`config.mk`:
```
export PLATFORM = sky130hd
export DESIGN_NAME = scs_regs
export DESIGN_NICKNAME = d
export VERILOG_FILES = /design/src/include/scs_pkg.sv /design/src/rtl/scs_regs.sv /design/src/rtl/scs_sync2.sv
export SDC_FILE = /design/constraint.sdc
export NUM_CORES = 1
export LEC_CHECK = 0
export ABC_AREA = 1
export BUFFER_PORTS_ARGS = -buffer_cell sky130_fd_sc_hd__buf_2
export CAP_MARGIN = 25
export CORE_ASPECT_RATIO = 1.1
export CORE_MARGIN = 10
export CORE_UTILIZATION = 42
export DETAILED_ROUTE_END_ITERATION = 8
export PLACE_DENSITY = 0.75
export SLEW_MARGIN = 20
export SYNTH_ARGS = -nofsm -noshare
export SYNTH_HDL_FRONTEND = slang
export SYNTH_HIERARCHICAL = 1
export SYNTH_SLANG_ARGS = --single-unit
```
`constraint.sdc`:
```
create_clock -name i_clk -period 0.8 [get_ports i_clk]
set_input_delay 0.08 -clock i_clk [delete_from_list [all_inputs] [get_ports i_clk]]
set_output_delay 0.08 -clock i_clk [all_outputs]
set_load 0.005 [all_outputs]
```
`src/include/scs_pkg.sv`:
```
`default_nettype none
package scs_pkg;
	// ==========================================
	// bus geometry
	localparam int ADDR_W = 16;
	localparam int DATA_W = 16;
	// ==========================================
	// register map (word address, bit 0 not decoded)
	localparam logic [15:0] REG_SYSTEM_CONTROL = 16'h7018;
	localparam logic [15:0] REG_SYSTEM_STATUS = 16'h701a;
	localparam logic [15:0] REG_INTERRUPT_VECTOR_LATCH = 16'h701e;
	localparam logic [15:0] REG_RSVD_A = 16'h7010;
	localparam logic [15:0] REG_RSVD_B = 16'h7012;
	localparam logic [15:0] REG_RSVD_C = 16'h7014;
	localparam logic [15:0] REG_RSVD_D = 16'h7016;
	localparam logic [15:0] REG_RSVD_E = 16'h701c;
	// ==========================================
	// system_control fields
	localparam int CTL_SOFT_RESET_HI = 15;
	localparam int CTL_SOFT_RESET_LO = 14;
	localparam int CTL_CLK_SEL_HI = 7;
	localparam int CTL_CLK_SEL_LO = 6;
	localparam logic [1:0] CLK_SEL_POR_VALUE = 2'h3;
	localparam logic [1:0] SOFT_RESET_IDLE = 2'h1;
	// ==========================================
	// system_status fields
	localparam int STS_POWERON = 15;
	localparam int STS_BAD_ADDRESS = 12;
	localparam int STS_SOFTWARE = 10;
	localparam int STS_WATCHDOG = 9;
	localparam int STS_PROTECT_OVERRIDE = 5;
	localparam int STS_ANALOG_FAULT = 3;
	localparam int STS_VECTOR_PENDING = 0;
	// ==========================================
	// reserved bits read this value (indeterminate allowed, zero chosen)
	localparam logic [15:0] RSVD_READ_VALUE = 16'h0000;
	// analog supply fault reads as a fault until the synchronised level lands
	localparam logic ANALOG_FAULT_RESET = 1'b1;
	// clock output pin functions
	typedef enum logic [1:0] {
		SCS_CLK_GPIO = 2'h0,
		SCS_CLK_WATCHDOG = 2'h1,
		SCS_CLK_SYSTEM = 2'h2,
		SCS_CLK_CORE = 2'h3
	} scs_clk_sel_t;
endpackage
`default_nettype wire

```
`src/rtl/scs_regs.sv`:
```
`timescale 1ns/1ps
`default_nettype none
module scs_regs (
	// clock and resets
	input wire logic i_clk,
	input wire logic i_sys_rst,
	input wire logic i_poweron_reset_signal,
	// peripheral bus
	input wire logic i_bus_sel,
	input wire logic i_bus_wr,
	input wire logic i_bus_rd,
	input wire logic [15:0] i_bus_addr,
	input wire logic [15:0] i_bus_wdata,
	output logic [15:0] o_bus_rdata,
	// reset cause events
	input wire logic i_bad_address_event,
	input wire logic i_watchdog_reset_event,
	// pins and supplies
	input wire logic i_flash_program_voltage_pin,
	input wire logic i_analog_supply_fault,
	input wire logic i_reset_pin_released,
	// vector load
	input wire logic i_vector_load,
	input wire logic [7:0] i_vector_offset,
	// outputs
	output logic o_global_reset_req,
	output logic [1:0] o_clk_out_sel,
	output logic o_flash_program_enable,
	output logic o_watchdog_disable_allowed
);
	// ==========================================
	// pin synchronisers
	logic pgm_v_s;
	logic supply_fault_s;
	logic rel_s;

	scs_sync2 #(.WIDTH(3)) u_sync (
		.i_clk(i_clk),
		.i_sys_rst(i_sys_rst),
		.i_async({i_flash_program_voltage_pin, i_analog_supply_fault, i_reset_pin_released}),
		.o_sync({pgm_v_s, supply_fault_s, rel_s})
	);

	// ==========================================
	// decode
	function automatic logic hit(input logic [15:0] a, input logic [15:0] reg_addr);
		hit = (a[15:1] == reg_addr[15:1]);
	endfunction

	logic wr_ctl;
	logic wr_sts;
	logic rd_vec;
	assign wr_ctl = i_bus_sel && i_bus_wr && hit(i_bus_addr, scs_pkg::REG_SYSTEM_CONTROL);
	assign wr_sts = i_bus_sel && i_bus_wr && hit(i_bus_addr, scs_pkg::REG_SYSTEM_STATUS);
	assign rd_vec = i_bus_sel && i_bus_rd && hit(i_bus_addr, scs_pkg::REG_INTERRUPT_VECTOR_LATCH);

	// ==========================================
	// state
	// cause flags and clock select sit outside i_sys_rst so they survive
	// ordinary resets; only power-on reset touches them
	logic sw_trigger;
	logic [1:0] clk_sel_q;
	logic [1:0] clk_sel_d;
	logic [1:0] soft_rst_q;
	logic [1:0] soft_rst_d;
	logic rst_req_q;
	logic rst_req_d;
	logic flag_por_q;
	logic flag_por_d;
	logic [2:0] cause_set;
	logic [2:0] cause_q;
	logic ovr_q;
	logic ovr_d;
	logic rel_prev_q;
	logic rel_prev_d;
	logic fault_q;
	logic fault_d;
	logic vec_pend_q;
	logic vec_pend_d;
	logic [7:0] vec_q;
	logic [7:0] vec_d;
	logic [15:0] ctl_word;
	logic [15:0] sts_word;
	logic [15:0] vec_word;
	logic [15:0] rdata_q;
	logic [15:0] rdata_d;

	// ==========================================
	// software reset trigger
	// both bits come from one word, so a half-written pair cannot trigger
	assign sw_trigger = wr_ctl &&
		(i_bus_wdata[scs_pkg::CTL_SOFT_RESET_HI:scs_pkg::CTL_SOFT_RESET_LO]
		!= scs_pkg::SOFT_RESET_IDLE);

	// ==========================================
	// clock output select, power-on domain
	always_comb begin
		clk_sel_d = clk_sel_q;
		if (wr_ctl) begin
			clk_sel_d = i_bus_wdata[scs_pkg::CTL_CLK_SEL_HI:scs_pkg::CTL_CLK_SEL_LO];
		end
	end

	always_ff @(posedge i_clk or posedge i_poweron_reset_signal) begin
		if (i_poweron_reset_signal) begin
			clk_sel_q <= scs_pkg::CLK_SEL_POR_VALUE;
		end else begin
			clk_sel_q <= clk_sel_d;
		end
	end

	// ==========================================
	// soft reset bits and reset request
	always_comb begin
		soft_rst_d = soft_rst_q;
		if (wr_ctl) begin
			soft_rst_d = i_bus_wdata[scs_pkg::CTL_SOFT_RESET_HI:scs_pkg::CTL_SOFT_RESET_LO];
		end
		// one pulse per triggering write, a cycle after it is taken
		rst_req_d = sw_trigger;
	end

	always_ff @(posedge i_clk or posedge i_sys_rst) begin
		if (i_sys_rst) begin
			soft_rst_q <= scs_pkg::SOFT_RESET_IDLE;
			rst_req_q <= 1'b0;
		end else begin
			soft_rst_q <= soft_rst_d;
			rst_req_q <= rst_req_d;
		end
	end

	// ==========================================
	// reset cause flags, power-on domain
	// software can only clear; an event in the clearing cycle still sets
	function automatic int cause_bit(input int idx);
		case (idx)
			0: cause_bit = scs_pkg::STS_BAD_ADDRESS;
			1: cause_bit = scs_pkg::STS_SOFTWARE;
			default: cause_bit = scs_pkg::STS_WATCHDOG;
		endcase
	endfunction

	assign cause_set[0] = i_bad_address_event;
	assign cause_set[1] = sw_trigger;
	assign cause_set[2] = i_watchdog_reset_event;

	always_comb begin
		flag_por_d = flag_por_q && !(wr_sts && i_bus_wdata[scs_pkg::STS_POWERON]);
	end

	always_ff @(posedge i_clk or posedge i_poweron_reset_signal) begin
		if (i_poweron_reset_signal) begin
			flag_por_q <= 1'b1;
		end else begin
			flag_por_q <= flag_por_d;
		end
	end

	for (genvar g = 0; g < 3; g++) begin : g_cause
		logic flag_q;
		logic flag_d;

		always_comb begin
			flag_d = cause_set[g] ||
				(flag_q && !(wr_sts && i_bus_wdata[cause_bit(g)]));
		end

		always_ff @(posedge i_clk or posedge i_poweron_reset_signal) begin
			if (i_poweron_reset_signal) begin
				flag_q <= 1'b0;
			end else begin
				flag_q <= flag_d;
			end
		end

		assign cause_q[g] = flag_q;
	end

	// ==========================================
	// protect override
	// taken on the rising edge of the synchronised release; that edge wins
	// over a clear in the same cycle
	always_comb begin
		rel_prev_d = rel_s;
		ovr_d = ovr_q;
		if (rel_s && !rel_prev_q) begin
			ovr_d = pgm_v_s;
		end else if (!pgm_v_s || (wr_sts && i_bus_wdata[scs_pkg::STS_PROTECT_OVERRIDE])) begin
			ovr_d = 1'b0;
		end
	end

	always_ff @(posedge i_clk or posedge i_sys_rst) begin
		if (i_sys_rst) begin
			ovr_q <= 1'b0;
			rel_prev_q <= 1'b0;
		end else begin
			ovr_q <= ovr_d;
			rel_prev_q <= rel_prev_d;
		end
	end

	// ==========================================
	// analog supply fault
	always_comb begin
		fault_d = supply_fault_s;
	end

	always_ff @(posedge i_clk or posedge i_sys_rst) begin
		if (i_sys_rst) begin
			fault_q <= scs_pkg::ANALOG_FAULT_RESET;
		end else begin
			fault_q <= fault_d;
		end
	end

	// ==========================================
	// interrupt vector latch
	always_comb begin
		vec_d = vec_q;
		if (i_vector_load) begin
			vec_d = i_vector_offset;
		end
		// a load in the same cycle as the read keeps the bit set
		vec_pend_d = i_vector_load || (vec_pend_q && !rd_vec);
	end

	always_ff @(posedge i_clk or posedge i_sys_rst) begin
		if (i_sys_rst) begin
			vec_pend_q <= 1'b0;
			vec_q <= 8'h00;
		end else begin
			vec_pend_q <= vec_pend_d;
			vec_q <= vec_d;
		end
	end

	// ==========================================
	// register images and read path
	always_comb begin
		ctl_word = scs_pkg::RSVD_READ_VALUE;
		ctl_word[scs_pkg::CTL_SOFT_RESET_HI:scs_pkg::CTL_SOFT_RESET_LO] = soft_rst_q;
		ctl_word[scs_pkg::CTL_CLK_SEL_HI:scs_pkg::CTL_CLK_SEL_LO] = clk_sel_q;
		sts_word = scs_pkg::RSVD_READ_VALUE;
		sts_word[scs_pkg::STS_POWERON] = flag_por_q;
		for (int k = 0; k < 3; k++) begin
			sts_word[cause_bit(k)] = cause_q[k];
		end
		sts_word[scs_pkg::STS_PROTECT_OVERRIDE] = ovr_q;
		sts_word[scs_pkg::STS_ANALOG_FAULT] = fault_q;
		sts_word[scs_pkg::STS_VECTOR_PENDING] = vec_pend_q;
		vec_word = {8'h00, vec_q};
	end

	// data stands for one cycle after the read, zero otherwise
	always_comb begin
		rdata_d = scs_pkg::RSVD_READ_VALUE;
		if (i_bus_sel && i_bus_rd) begin
			if (hit(i_bus_addr, scs_pkg::REG_SYSTEM_CONTROL)) begin
				rdata_d = ctl_word;
			end else if (hit(i_bus_addr, scs_pkg::REG_SYSTEM_STATUS)) begin
				rdata_d = sts_word;
			end else if (hit(i_bus_addr, scs_pkg::REG_INTERRUPT_VECTOR_LATCH)) begin
				rdata_d = vec_word;
			end
		end
	end

	always_ff @(posedge i_clk or posedge i_sys_rst) begin
		if (i_sys_rst) begin
			rdata_q <= 16'h0000;
		end else begin
			rdata_q <= rdata_d;
		end
	end

	// ==========================================
	// outputs
	assign o_bus_rdata = rdata_q;
	assign o_global_reset_req = rst_req_q;
	assign o_clk_out_sel = clk_sel_q;
	assign o_flash_program_enable = ovr_q;
	assign o_watchdog_disable_allowed = ovr_q;
endmodule
`default_nettype wire

```
`src/rtl/scs_sync2.sv`:
```
`timescale 1ns/1ps
`default_nettype none
module scs_sync2 #(
	parameter int WIDTH = 1
) (
	// clock and reset
	input wire logic i_clk,
	input wire logic i_sys_rst,
	// asynchronous levels in, synchronised out
	input wire logic [WIDTH-1:0] i_async,
	output logic [WIDTH-1:0] o_sync
);
	logic [WIDTH-1:0] meta_q;
	logic [WIDTH-1:0] meta_d;
	logic [WIDTH-1:0] sync_q;
	logic [WIDTH-1:0] sync_d;

	always_comb begin
		meta_d = i_async;
		sync_d = meta_q;
	end

	always_ff @(posedge i_clk or posedge i_sys_rst) begin
		if (i_sys_rst) begin
			meta_q <= '0;
			sync_q <= '0;
		end else begin
			meta_q <= meta_d;
			sync_q <= sync_d;
		end
	end

	assign o_sync = sync_q;
endmodule
`default_nettype wire

```
Yosys cells after proc, flatten, opt, wreduce, memory -nomap -nowiden:

Cells that the tools add are included.

* equal/unequal tests: 4
* muxes and demuxes: 6
* reduce and logical (&&, ||, !) cells: 30

Operator list (count)
* $mux 16: 3
* $eq 15x14->1 const B: 3
* $logic_and 1x1->1: 17
* $mux 8: 1
* $logic_not 1->1: 7
* $logic_or 1x1->1: 5
* $mux 1: 2
* $ne 2x1->1 const B: 1
* $reduce_bool 2->1: 1

* register bits: 43
* input port bits: 52
* output and inout bits: 21
* logic and storage cells: 55

Depth between registers and ports, before layout:

Gate-level depths: netlist of the first run.

* depth after elaboration: 6
* gate-level depth with buffers: 9
* depth with buffers taken out: 9

Modules after synthesis:

The synthesis of the first run kept the hierarchy.

Modules (own cells, without submodules)
* scs_regs: instances 1, cells each 166, area each 1512.7 um^2, seq. area each 857.1 um^2
* scs_sync2: instances 1, cells each 7, area each 153.9 um^2, seq. area each 150.1 um^2

Worst setup path before layout of the first run:

No wires, ideal clock.

* path type: input port to flip-flop
* from: input port i_bus_addr[10]
* to: register g_cause[1].flag_q
* library setup time: 0.116 ns
* arrival: 0.805 ns
* required time: 0.684 ns
* path slack: -0.122 ns
* cell stages on the path: 8
* buffers on the path: 0
* cells stage by stage: nor2_2 nand3_2 nor2_8 nand2_2 nor2_2 nand2_1 nand2_1 nand2_1

* cells in the longest elaborated chain, start to end: 6
* elaborated cells between the ends (all ways): 9
* classes of those cells: eq/ne (2); reduce/logical (7)

RTL lines
* from (decl): RTL line scs_regs.sv:12 `input wire logic [15:0] i_bus_addr,`
* $eq 15x14->1: RTL line scs_regs.sv:47 `hit = (a[15:1] == reg_addr[15:1]);`
* $logic_and 1x1->1: RTL line scs_regs.sv:54 `assign wr_sts = i_bus_sel && i_bus_wr && hit(i_bus_addr, scs_pkg::REG_SYSTEM_STATUS);`
* $logic_and 1x1->1: RTL line scs_regs.sv:166 `(flag_q && !(wr_sts && i_bus_wdata[cause_bit(g)]));`
* $logic_not 1->1: RTL line scs_regs.sv:166
* $logic_and 1x1->1: RTL line scs_regs.sv:166
* $logic_or 1x1->1 *: RTL line scs_regs.sv:165 `flag_d = cause_set[g] ||`
* named net g_cause[1].flag_d: RTL line scs_regs.sv:162 `logic flag_d;`
* to (signal assigned): RTL line scs_regs.sv:173 `flag_q <= flag_d;`
* to (decl): RTL line scs_regs.sv:161 `logic flag_q;`

The timed path passes the listed nets; every way through them passes the cells marked *.
A chain may end at the register's enable or synchronous reset.

Worst setup path in the final report of the first run:

* from: register clk_sel_q[1], in the netlist o_clk_out_sel[1]
* to: output port o_clk_out_sel[1]

RTL lines
* from (decl): RTL line scs_regs.sv:62 `logic [1:0] clk_sel_q;`
* from (signal assigned): RTL line scs_regs.sv:106 `clk_sel_q <= scs_pkg::CLK_SEL_POR_VALUE;`
* from (signal assigned): RTL line scs_regs.sv:108 `clk_sel_q <= clk_sel_d;`
* to (decl): RTL line scs_regs.sv:27 `output logic [1:0] o_clk_out_sel,`

No word-level cell between the ends.

==> results.json, run 1 <==
{
  "gp_congestion": 0.812,
  "finalSetupViolCount": 32,
  "synth_cell_types": 26,
  "final.period_utilization_pct": 126,
  "numCtsBuffers": 5,
  "ant_nets": 0,
  "cp_max_fo": 2,
  "r2r_setup_slack_ns": -0.16,
  "fill_cells": 290,
  "clk_latency_ns": 0.29,
  "cp_top_family": "flip-flops",
  "drcViolationCount": 0,
  "report.final.slew_viol_count": 0,
  "globalRouteOverflowTotal": 0,
  "yosys-top-cells-area": "dfrtp_1 53%, nand2_1 12%, dfstp_2 7.9%",
  "ys_warn_count": 6,
  "p_int_uw": 3220,
  "vias_per_cell": 4.48,
  "r2r_end": "o_bus_rdata[6]",
  "cts_tree": "yes",
  "p_per_area_nw_per_um2": 1610,
  "yosysTopAreaCellShare_pct": 52.6,
  "tns_ns": -1.92,
  "cts-root-buf": "clkbuf_8",
  "hold_class": "primary input to flop",
  "area_delta_synth_final_pct": 53.0,
  "synth_area_um2": 1670,
  "cap_viol_max_count": 0,
  "cts.sinks": 40,
  "crit_end": "o_clk_out_sel[1]",
  "post_drt_wl_per_cell_um": 13.6,
  "reg2regPathDepth": 3,
  "p_seq_share_pct": 51.2,
  "first_global_vias": 1431,
  "dr.first_iter.drc_count": 108,
  "die_area_um2": 6890,
  "pwr-share-comb_pct": 10.4,
  "crit_cells": 1,
  "die_y_um": 86.1,
  "crit_chain": "buf_6",
  "diodes": 0,
  "io_buffers": 60,
  "path_clk_slew_ns": 0.07,
  "grt_start_max_net_pins": 29,
  "status": "complete, but fails checks",
  "layout.nets": 315,
  "cp-end-kind": "primary output",
  "criticalPathCategory": "flop to primary output",
  "avgSynthCellArea_um2": 9.63,
  "grt_setup_unrepaired": "true",
  "num_rows": 23,
  "r2r-start": "o_clk_out_sel[0]",
  "antenna_found_initial": 0,
  "die_w_um": 80.1,
  "post_dp_cell_area_um2": 2060,
  "dp.cells": 283,
  "cp_slowest_cell": "dfstp_2",
  "ir_drop_mv": 1.12,
  "firstDrtPassIters": 4,
  "drive_gt1_share_pct": 47.7,
  "post-route-min-period_ns": 1.01,
  "crit_required_ns": 0.72,
  "fmax_ghz": 0.993,
  "setup_slack_ns": -0.207,
  "start_util_pct": 44.5,
  "max_stage_delay_ns": 0.54,
  "violations": "negative setup slack",
  "skew_ns": 0.00380,
  "htree_levels": 2,
  "synth_cells": 173,
  "track_usage_pct": 12.2,
  "vias": 1408,
  "ys_seq_elements": 40,
  "fin_area_um2": 2550,
  "worstPathArrival_ns": 0.93,
  "cp-startpoint": "o_clk_out_sel[1]",
  "dpl_worst_slack_ns": -0.340,
  "grt_pass1_wl_um": 6600,
  "p_clk_share_pct": 38.4,
  "timing.final.hold_violations": 0,
  "cts.path.max_buffers": 2,
  "io_pins": 73,
  "yosysSeqAreaShare_pct": 60.4,
  "wl_um": 4270,
  "switching_share_pct": 21.8,
  "p_switching_uw": 898,
  "finalPower_uw": 4110,
  "leakage_uw": 0.00136,
  "path_buf_inv": 1,
  "yosysTopAreaCell": "dfrtp_1",
  "hpwlAfterDp_um": 3080,
  "fin_cells": 314,
  "core_area_um2": 3740,
  "cp-start-kind": "flop"
}
metrics by stage:
stage	util, %	hold WS, ns
after floorplan	-	-0.131
final	68.2	0.00517
after global placement	55.1	-0.00591
after CTS	63.2	0.00513
after global routing	68.2	0.0123
after detailed placement	55.1	0.000500
cell usage after synthesis:
cell / instances
nor2_2: 4
buf_4: 4
nor2_8: 1
a21boi_0: 1
nor2_4: 1
nand3_1: 3
dfrtp_1: 35
clkbuf_1: 1
o21ai_1: 4
nand3_4: 2
nand4_1: 2
nor2_1: 7
nand2_1: 53
nand3b_4: 1
dfstp_2: 5
a21oi_1: 6
nor3_4: 1
clkinv_2: 1
nor3_1: 4
conb_1: 1
o21ai_0: 6
nand2_2: 4
inv_1: 21
nand3_2: 1
inv_2: 3
clkinv_1: 1
kinds of logic (layout without fill, tap and decap cells):
group | after synthesis | after routing | synth area share (%)
DFF | 40 | 40 | 60.4
and+or+nand+nor | 84 | 85 | 26.1
buffers and inverters | 31 | 119 | 7.96
AOI/OAI and AO/OA | 17 | 17 | 5.26
other | 1 | 3 | 0.225
sequential cells by signal, indices dropped and copies added, names as in the netlist:
name                    cells
fault_q                     1
rel_prev_q                  1
vec_pend_q                  1
soft_rst_q                  2
o_flash_program_enable      1
o_global_reset_req          1
g_cause.flag_q              3
flag_por_q                  1
vec_q                       8
u_sync/o_sync               3
o_bus_rdata                13
u_sync/meta_q               3
o_clk_out_sel               2
power by group through the flow:
stage          Sequential (µW)  Clock, µW  Combinational [µW]
6_report                  2110       1580                 427
5_1_grt                   2110       1730                 477
4_1_cts                   2110       1620                 384
3_5_place_dp              2150          0                 318
3_3_place_gp              2140          0                 310
2_1_floorplan             2140          0                 159
cell type report:
class | count | area [µm²] | share of cell area, %
Tap cell | 50 | 62.6 | 2.45
Clock inverter | 2 | 35.0 | 1.37
Sequential cell | 40 | 1010 | 39.5
Timing Repair Buffer | 85 | 588 | 23.1
Inverter | 26 | 108 | 4.22
Clock buffer | 6 | 72.6 | 2.85
Multi-Input combinational cell | 105 | 677 | 26.5
placed cells by master (no fill, tap or decap), types with 2 or more instances in the layout:
cell type      instances
buf_2                 54
nand2_1               48
dfrtp_1               35
inv_1                 18
dlygate4sd3_1         15
buf_4                  8
buf_6                  6
inv_2                  5
nand2_4                5
nor2_4                 5
o21ai_1                5
a21oi_2                5
clkbuf_8               5
dfstp_2                5
o21ai_0                4
nor2_2                 4
nand2_2                4
nand3_4                3
nor3_2                 3
nor2_1                 3
conb_1                 3
inv_4                  2
nand3_2                2
nand4_1                2
buf_12                 2
metal layers:
metal / track usage (%) / routed length, µm / vias up
li1: - / - / 702
met1: 12.5 / 1570 / 652
met2: 20.7 / 2220 / 48
met3: 6.68 / 433 / 6
met4: 3.85 / 50 / 0
met5: 0 / 0 / -
how the worst min path moves through the flow:
| stage | startpoint | cells past startpoint | to | slack, ns |
|---|---|---|---|---|
| 6_report | i_vector_offset[1] | 3 | vec_q[1] | 0.005 |
| 5_1_grt | i_vector_offset[7] | 3 | vec_q[7] | 0.01 |
| 4_1_cts | i_vector_offset[1] | 3 | vec_q[1] | 0.005 |
| 3_5_place_dp | i_poweron_reset_signal | 2 | g_cause[1].flag_q | 0.0005 |
| 3_3_place_gp | i_poweron_reset_signal | 2 | g_cause[1].flag_q | -0.006 |
| 2_1_floorplan | i_poweron_reset_signal | 1 | g_cause[0].flag_q | -0.13 |
worst reg2reg max path, stage by stage, from the launching register on:
cell and delay [ns]:
dfstp_2 0.54, buf_4 0.12, nand3_2 0.08, a21oi_2 0.15
timing repair:
item | CTS | global route
gates resized for setup | 4 | 40
pin swaps | 2 | 25
setup endpoints to repair | 23 | 41
hold buffers | 15 | 0
hold endpoints to repair | 51 | 0
cloned | 0 | 1
buffers inserted | 3 | 4
Power figures use the tool's default switching activity.
==> run 2: changes to the inputs <==
SYNTH_HIERARCHICAL = unset   (was 1)
==> results.json, run 2 <==
{
  "num_rows": 23,
  "report.final.slew_viol_count": 0,
  "hpwlAfterDp_um": 3180,
  "grt_setup_unrepaired": "true",
  "core_area_um2": 3710,
  "crit_chain": "buf_2",
  "cp-end-kind": "primary output",
  "grt_start_max_net_pins": 26,
  "diodes": 0,
  "first_global_vias": 1478,
  "timing.final.hold_violations": 0,
  "grt_pass1_wl_um": 6920,
  "firstDrtPassIters": 4,
  "vias": 1417,
  "regArea_um2": 1010,
  "min_to": "vec_q[4]",
  "synth_area_um2": 1660,
  "status": "complete, but fails checks",
  "crit_required_ns": 0.72,
  "cts_tree": "yes",
  "dpl_worst_slack_ns": -0.313,
  "post_drt_wl_per_cell_um": 13.7,
  "hp-start": "i_vector_offset[4]",
  "leakage_uw": 0.00135,
  "wl_met3_um": 245,
  "r2r_end": "o_bus_rdata[6]",
  "fmax_ghz": 0.983,
  "cts.sinks": 40,
  "cp-startpoint": "o_clk_out_sel[0]",
  "die_w_um": 79.9,
  "yosysMostFrequentCell": "nand2_1",
  "ys_seq_elements": 40,
  "setup_slack_ns": -0.218,
  "skew_ns": 0.00436,
  "yosysTopAreaCell": "dfrtp_1",
  "reg2regPathDepth": 3,
  "ys_warn_count": 0,
  "dr.first_iter.drc_count": 65,
  "antenna_found_initial": 0,
  "synth_cell_types": 28,
  "layout_common_cells": "56 x nand2_1, 56 x buf_2, 35 x dfrtp_1",
  "path_clk_slew_ns": 0.08,
  "avgSynthCellArea_um2": 9.63,
  "htree_levels": 2,
  "area_delta_synth_final_pct": 51.1,
  "routed.top_layer": "met4",
  "route.met2.wl_um": 2280,
  "final.period_utilization_pct": 127,
  "die_area_um2": 6860,
  "yosys-top-cells-area": "dfrtp_1 53%, nand2_1 14%, dfstp_2 7.9%",
  "finalSetupViolCount": 20,
  "io_pins": 73,
  "fill_cells": 300,
  "p_per_area_nw_per_um2": 1700,
  "post-route-min-period_ns": 1.02,
  "path_buf_inv": 1,
  "utilization_pct": 67.4,
  "tns_ns": -1.62,
  "io_buffers": 60,
  "ant_nets": 0,
  "wl_um": 4310,
  "r2r_setup_slack_ns": -0.08,
  "yosysSeqAreaShare_pct": 60.8,
  "hold_class": "primary input to flop",
  "cp-start-kind": "flop",
  "fin_area_um2": 2500,
  "post_dp_cell_area_um2": 2060,
  "track_usage_pct": 12.9,
  "max_stage_delay_ns": 0.53,
  "violations": "negative setup slack",
  "globalRouteOverflowTotal": 0,
  "cp_slowest_cell": "dfstp_2",
  "clk_latency_ns": 0.29,
  "ir_drop_mv": 1.56,
  "start_util_pct": 44.6,
  "numCtsBuffers": 5,
  "cts.path.max_buffers": 2,
  "cap_viol_max_count": 0,
  "synthFlopType": "dfrtp_1",
  "synth_cells": 172,
  "drive_gt1_share_pct": 43.0,
  "criticalPathCategory": "flop to primary output",
  "die_y_um": 85.9,
  "cts-root-buf": "clkbuf_8",
  "cp_max_fo": 2,
  "multiInputGateArea_um2": 621,
  "synth_edf_count": 0,
  "cp_top_family": "flip-flops",
  "async_flop_share_pct": 100,
  "yosys-top-cells-count": "61 x nand2_1, 35 x dfrtp_1, 17 x inv_1",
  "drcViolationCount": 0,
  "r2r-start": "o_clk_out_sel[0]",
  "finalPower_uw": 4250,
  "largest_register_ffs": 13,
  "vias_per_cell": 4.50,
  "worstPathArrival_ns": 0.94,
  "layout.nets": 316,
  "yosysTopAreaCellShare_pct": 52.9,
  "gp_congestion": 0.860,
  "wl_met1_um": 1680,
  "hold_depth": 3
}
run 2: area by class of cell:
type                            instances  area share (%)
Sequential cell                        40            40.2
Multi-Input combinational cell        110            24.8
Timing Repair Buffer                   88            24.3
Clock buffer                            6            3.30
Inverter                               19            3.30
Tap cell                               50            2.50
Clock inverter                          2            1.55
run 2: routing by layer:
layer	global-route usage, %	up-vias
li1	-	704
met1	13.5	662
met2	22.6	41
met3	4.38	10
met4	6.25	0
met5	0	-
run 2: cells by family (layout without fill, tap and decap cells):
kind of cell / count (synthesis) / in the layout / share of synthesized area (%)
AND/OR/NAND/NOR: 92 / 92 / 27.6
flip-flops: 40 / 40 / 60.8
AO/OA/AOI/OAI: 15 / 15 / 4.91
buffers and inverters: 24 / 115 / 6.42
other: 1 / 3 / 0.226
run 2: worst max path at each step:
stage / slack, ns / end / depth (start not counted)
6_report: -0.22 / o_clk_out_sel[0] / 1
3_5_place_dp: -0.31 / o_bus_rdata[2] / 7
4_1_cts: -0.24 / o_clk_out_sel[0] / 1
2_1_floorplan: -0.08 / soft_rst_q[1] / 8
5_1_grt: -0.25 / o_clk_out_sel[1] / 1
3_3_place_gp: -0.28 / o_bus_rdata[1] / 7
run 2: repair_timing:
action,4_1_cts,5_1_grt
buffers inserted,2,5
hold endpoints to repair,55,0
endpoints found under the setup margin,22,41
pin swaps,3,8
hold buffers,18,0
gates resized for setup,5,17
run 2: stage by stage:
| step | hold slack [ns] | std cells |
|---|---|---|
| 2_1_floorplan | -0.131 | 174 |
| 3_3_place_gp | 0.00130 | 282 |
| 3_5_place_dp | 0.0105 | 282 |
| 4_1_cts | 0.00128 | 310 |
| 5_1_grt | 0.00690 | 315 |
| 6_report | 0.00481 | 315 |
run 2: report_power, final:
part	total (µW)	internal, µW	switching, µW
clock	1720	1020	703
sequential	2110	2080	24.7
combinational	418	215	203
total	4250	3320	930
==> run 3: changes to the inputs <==
--- a/config.mk
+++ b/config.mk
@@ -7,11 +7,11 @@
 export LEC_CHECK = 0
 export ABC_AREA = 1
-export BUFFER_PORTS_ARGS = -buffer_cell sky130_fd_sc_hd__buf_2
 export CAP_MARGIN = 25
 export CORE_ASPECT_RATIO = 1.1
 export CORE_MARGIN = 10
-export CORE_UTILIZATION = 42
+export CORE_UTILIZATION = 55
 export DETAILED_ROUTE_END_ITERATION = 8
-export PLACE_DENSITY = 0.75
+export DONT_BUFFER_PORTS = 1
+export PLACE_DENSITY = 0.73
 export SLEW_MARGIN = 20
 export SYNTH_ARGS = -nofsm -noshare
==> constraint.sdc (replaced) <==
create_clock -name i_clk -period 0.8 [get_ports i_clk]
set_input_delay 0.08 -clock i_clk [delete_from_list [all_inputs] [get_ports i_clk]]
set_output_delay 0.08 -clock i_clk [all_outputs]
set_load 0.1 [all_outputs]
==> results.json, run 3 (synthesized netlist as in run 2, its figures left out) <==
{
  "finalSetupViolCount": 25,
  "num_rows": 20,
  "cts-root-buf": "clkbuf_4",
  "cts.sinks": 40,
  "cp-start-kind": "flop",
  "cp_slowest_cell": "dfstp_4",
  "grt_setup_unrepaired": "true",
  "ant_nets": 0,
  "cp_max_fo": 2,
  "r2r_setup_slack_ns": -0.20,
  "start_util_pct": 58.6,
  "antenna_found_initial": 0,
  "fill_cells": 116,
  "cts_tree": "yes",
  "timing.final.hold_violations": 0,
  "hold_depth": 2,
  "reg2regPathDepth": 3,
  "die_w_um": 72.3,
  "final_common_cell": "nand2_1",
  "final.period_utilization_pct": 157,
  "hold_class": "primary input to flop",
  "fmax_ghz": 0.798,
  "wl_um": 4920,
  "finalPower_uw": 3600,
  "gp_congestion": 0.784,
  "io_buffers": 0,
  "vias_per_cell": 5.25,
  "hpwlAfterDp_um": 3080,
  "status": "complete, but fails checks",
  "diodes": 0,
  "cap_viol_max_count": 0,
  "cp-end-kind": "primary output",
  "htree_levels": 2,
  "layout.nets": 276,
  "die_y_um": 77.6,
  "drcViolationCount": 0,
  "largest_register_ffs": 13,
  "crit_chain": "buf_12",
  "report.final.slew_viol_count": 0,
  "tns_ns": -5.47,
  "crit_cells": 1,
  "area_delta_synth_final_pct": 52.1,
  "multiInputGateArea_um2": 638,
  "violations": "negative setup slack",
  "post-route-min-period_ns": 1.25,
  "clk_latency_ns": 0.34,
  "criticalPathCategory": "flop to primary output",
  "globalRouteOverflowTotal": 0,
  "max_stage_delay_ns": 0.66,
  "layout_common_cells": "52 x nand2_1, 25 x dlygate4sd3_1, 22 x dfrtp_1",
  "fin_area_um2": 2520,
  "path_buf_inv": 1,
  "path_clk_slew_ns": 0.11,
  "crit_required_ns": 0.72,
  "post_drt_wl_per_cell_um": 19.1,
  "firstDrtPassIters": 4,
  "post_dp_cell_area_um2": 2090,
  "p_per_area_nw_per_um2": 1430,
  "die_area_um2": 5610,
  "cts.path.max_buffers": 2,
  "io_pins": 73,
  "grt_pass1_wl_um": 7380,
  "grt_start_max_net_pins": 35,
  "leakage_uw": 0.00120,
  "cp_top_family": "flip-flops",
  "regArea_um2": 1030,
  "numCtsBuffers": 5,
  "fin_hold_ws_ns": 0.0553,
  "first_global_vias": 1490,
  "ir_drop_mv": 1.69,
  "worstPathArrival_ns": 1.17,
  "dpl_worst_slack_ns": -0.187,
  "skew_ns": 0.0112,
  "track_usage_pct": 17.0,
  "drive_gt1_share_pct": 36.9,
  "setup_slack_ns": -0.454,
  "core_area_um2": 2830,
  "vias": 1354,
  "dr.first_iter.drc_count": 105
}
-- run 3: timing repair --
action,in CTS,in global routing
setup buffers,3,1
hold endpoints to repair,70,0
resized for setup,10,17
setup endpoints to repair,26,37
pin swaps,3,3
hold buffers,26,0
-- run 3: per-layer routing --
layer  share of wire, %  vias up  GRT usage, %
li1                   -      627             -
met2                 55       70          29.4
met3                8.8       16          7.89
met5                  0        -             0
met1                 33      641          16.1
met4                3.2        0          8.91
-- run 3: final timing paths --
kind / start / endpoint
worst min-delay path: i_bus_rd / o_bus_rdata[15]
max in group asynchronous: i_sys_rst / fault_q
worst max register to register: o_clk_out_sel[0] / o_bus_rdata[6]
worst min register to register: u_sync.meta_q[2] / u_sync.o_sync[2]
worst max-delay path: o_clk_out_sel[1] / o_clk_out_sel[1]
min in group asynchronous: i_poweron_reset_signal / g_cause[2].flag_q
-- run 3: stage by stage --
stage,utilization [%],std cells
global route,89.1,258
floorplan,-,174
finish,89.1,258
CTS,87.3,258
global placement,73.9,221
detailed placement,73.9,221
-- run 3: layout make-up --
| class | count | share of cell area [%] |
|---|---|---|
| Sequential cell | 40 | 41.0 |
| Timing Repair Buffer | 48 | 26.5 |
| Clock buffer | 8 | 2.33 |
| Tap cell | 33 | 1.64 |
| Inverter | 19 | 3.18 |
| Multi-Input combinational cell | 110 | 25.3 |
-- run 3: where the power goes --
part,internal (µW),switching (µW),leakage (µW)
logic,167,283,0.000695
registers,2080,26.6,0.000474
clock network,434,607,0.0000326
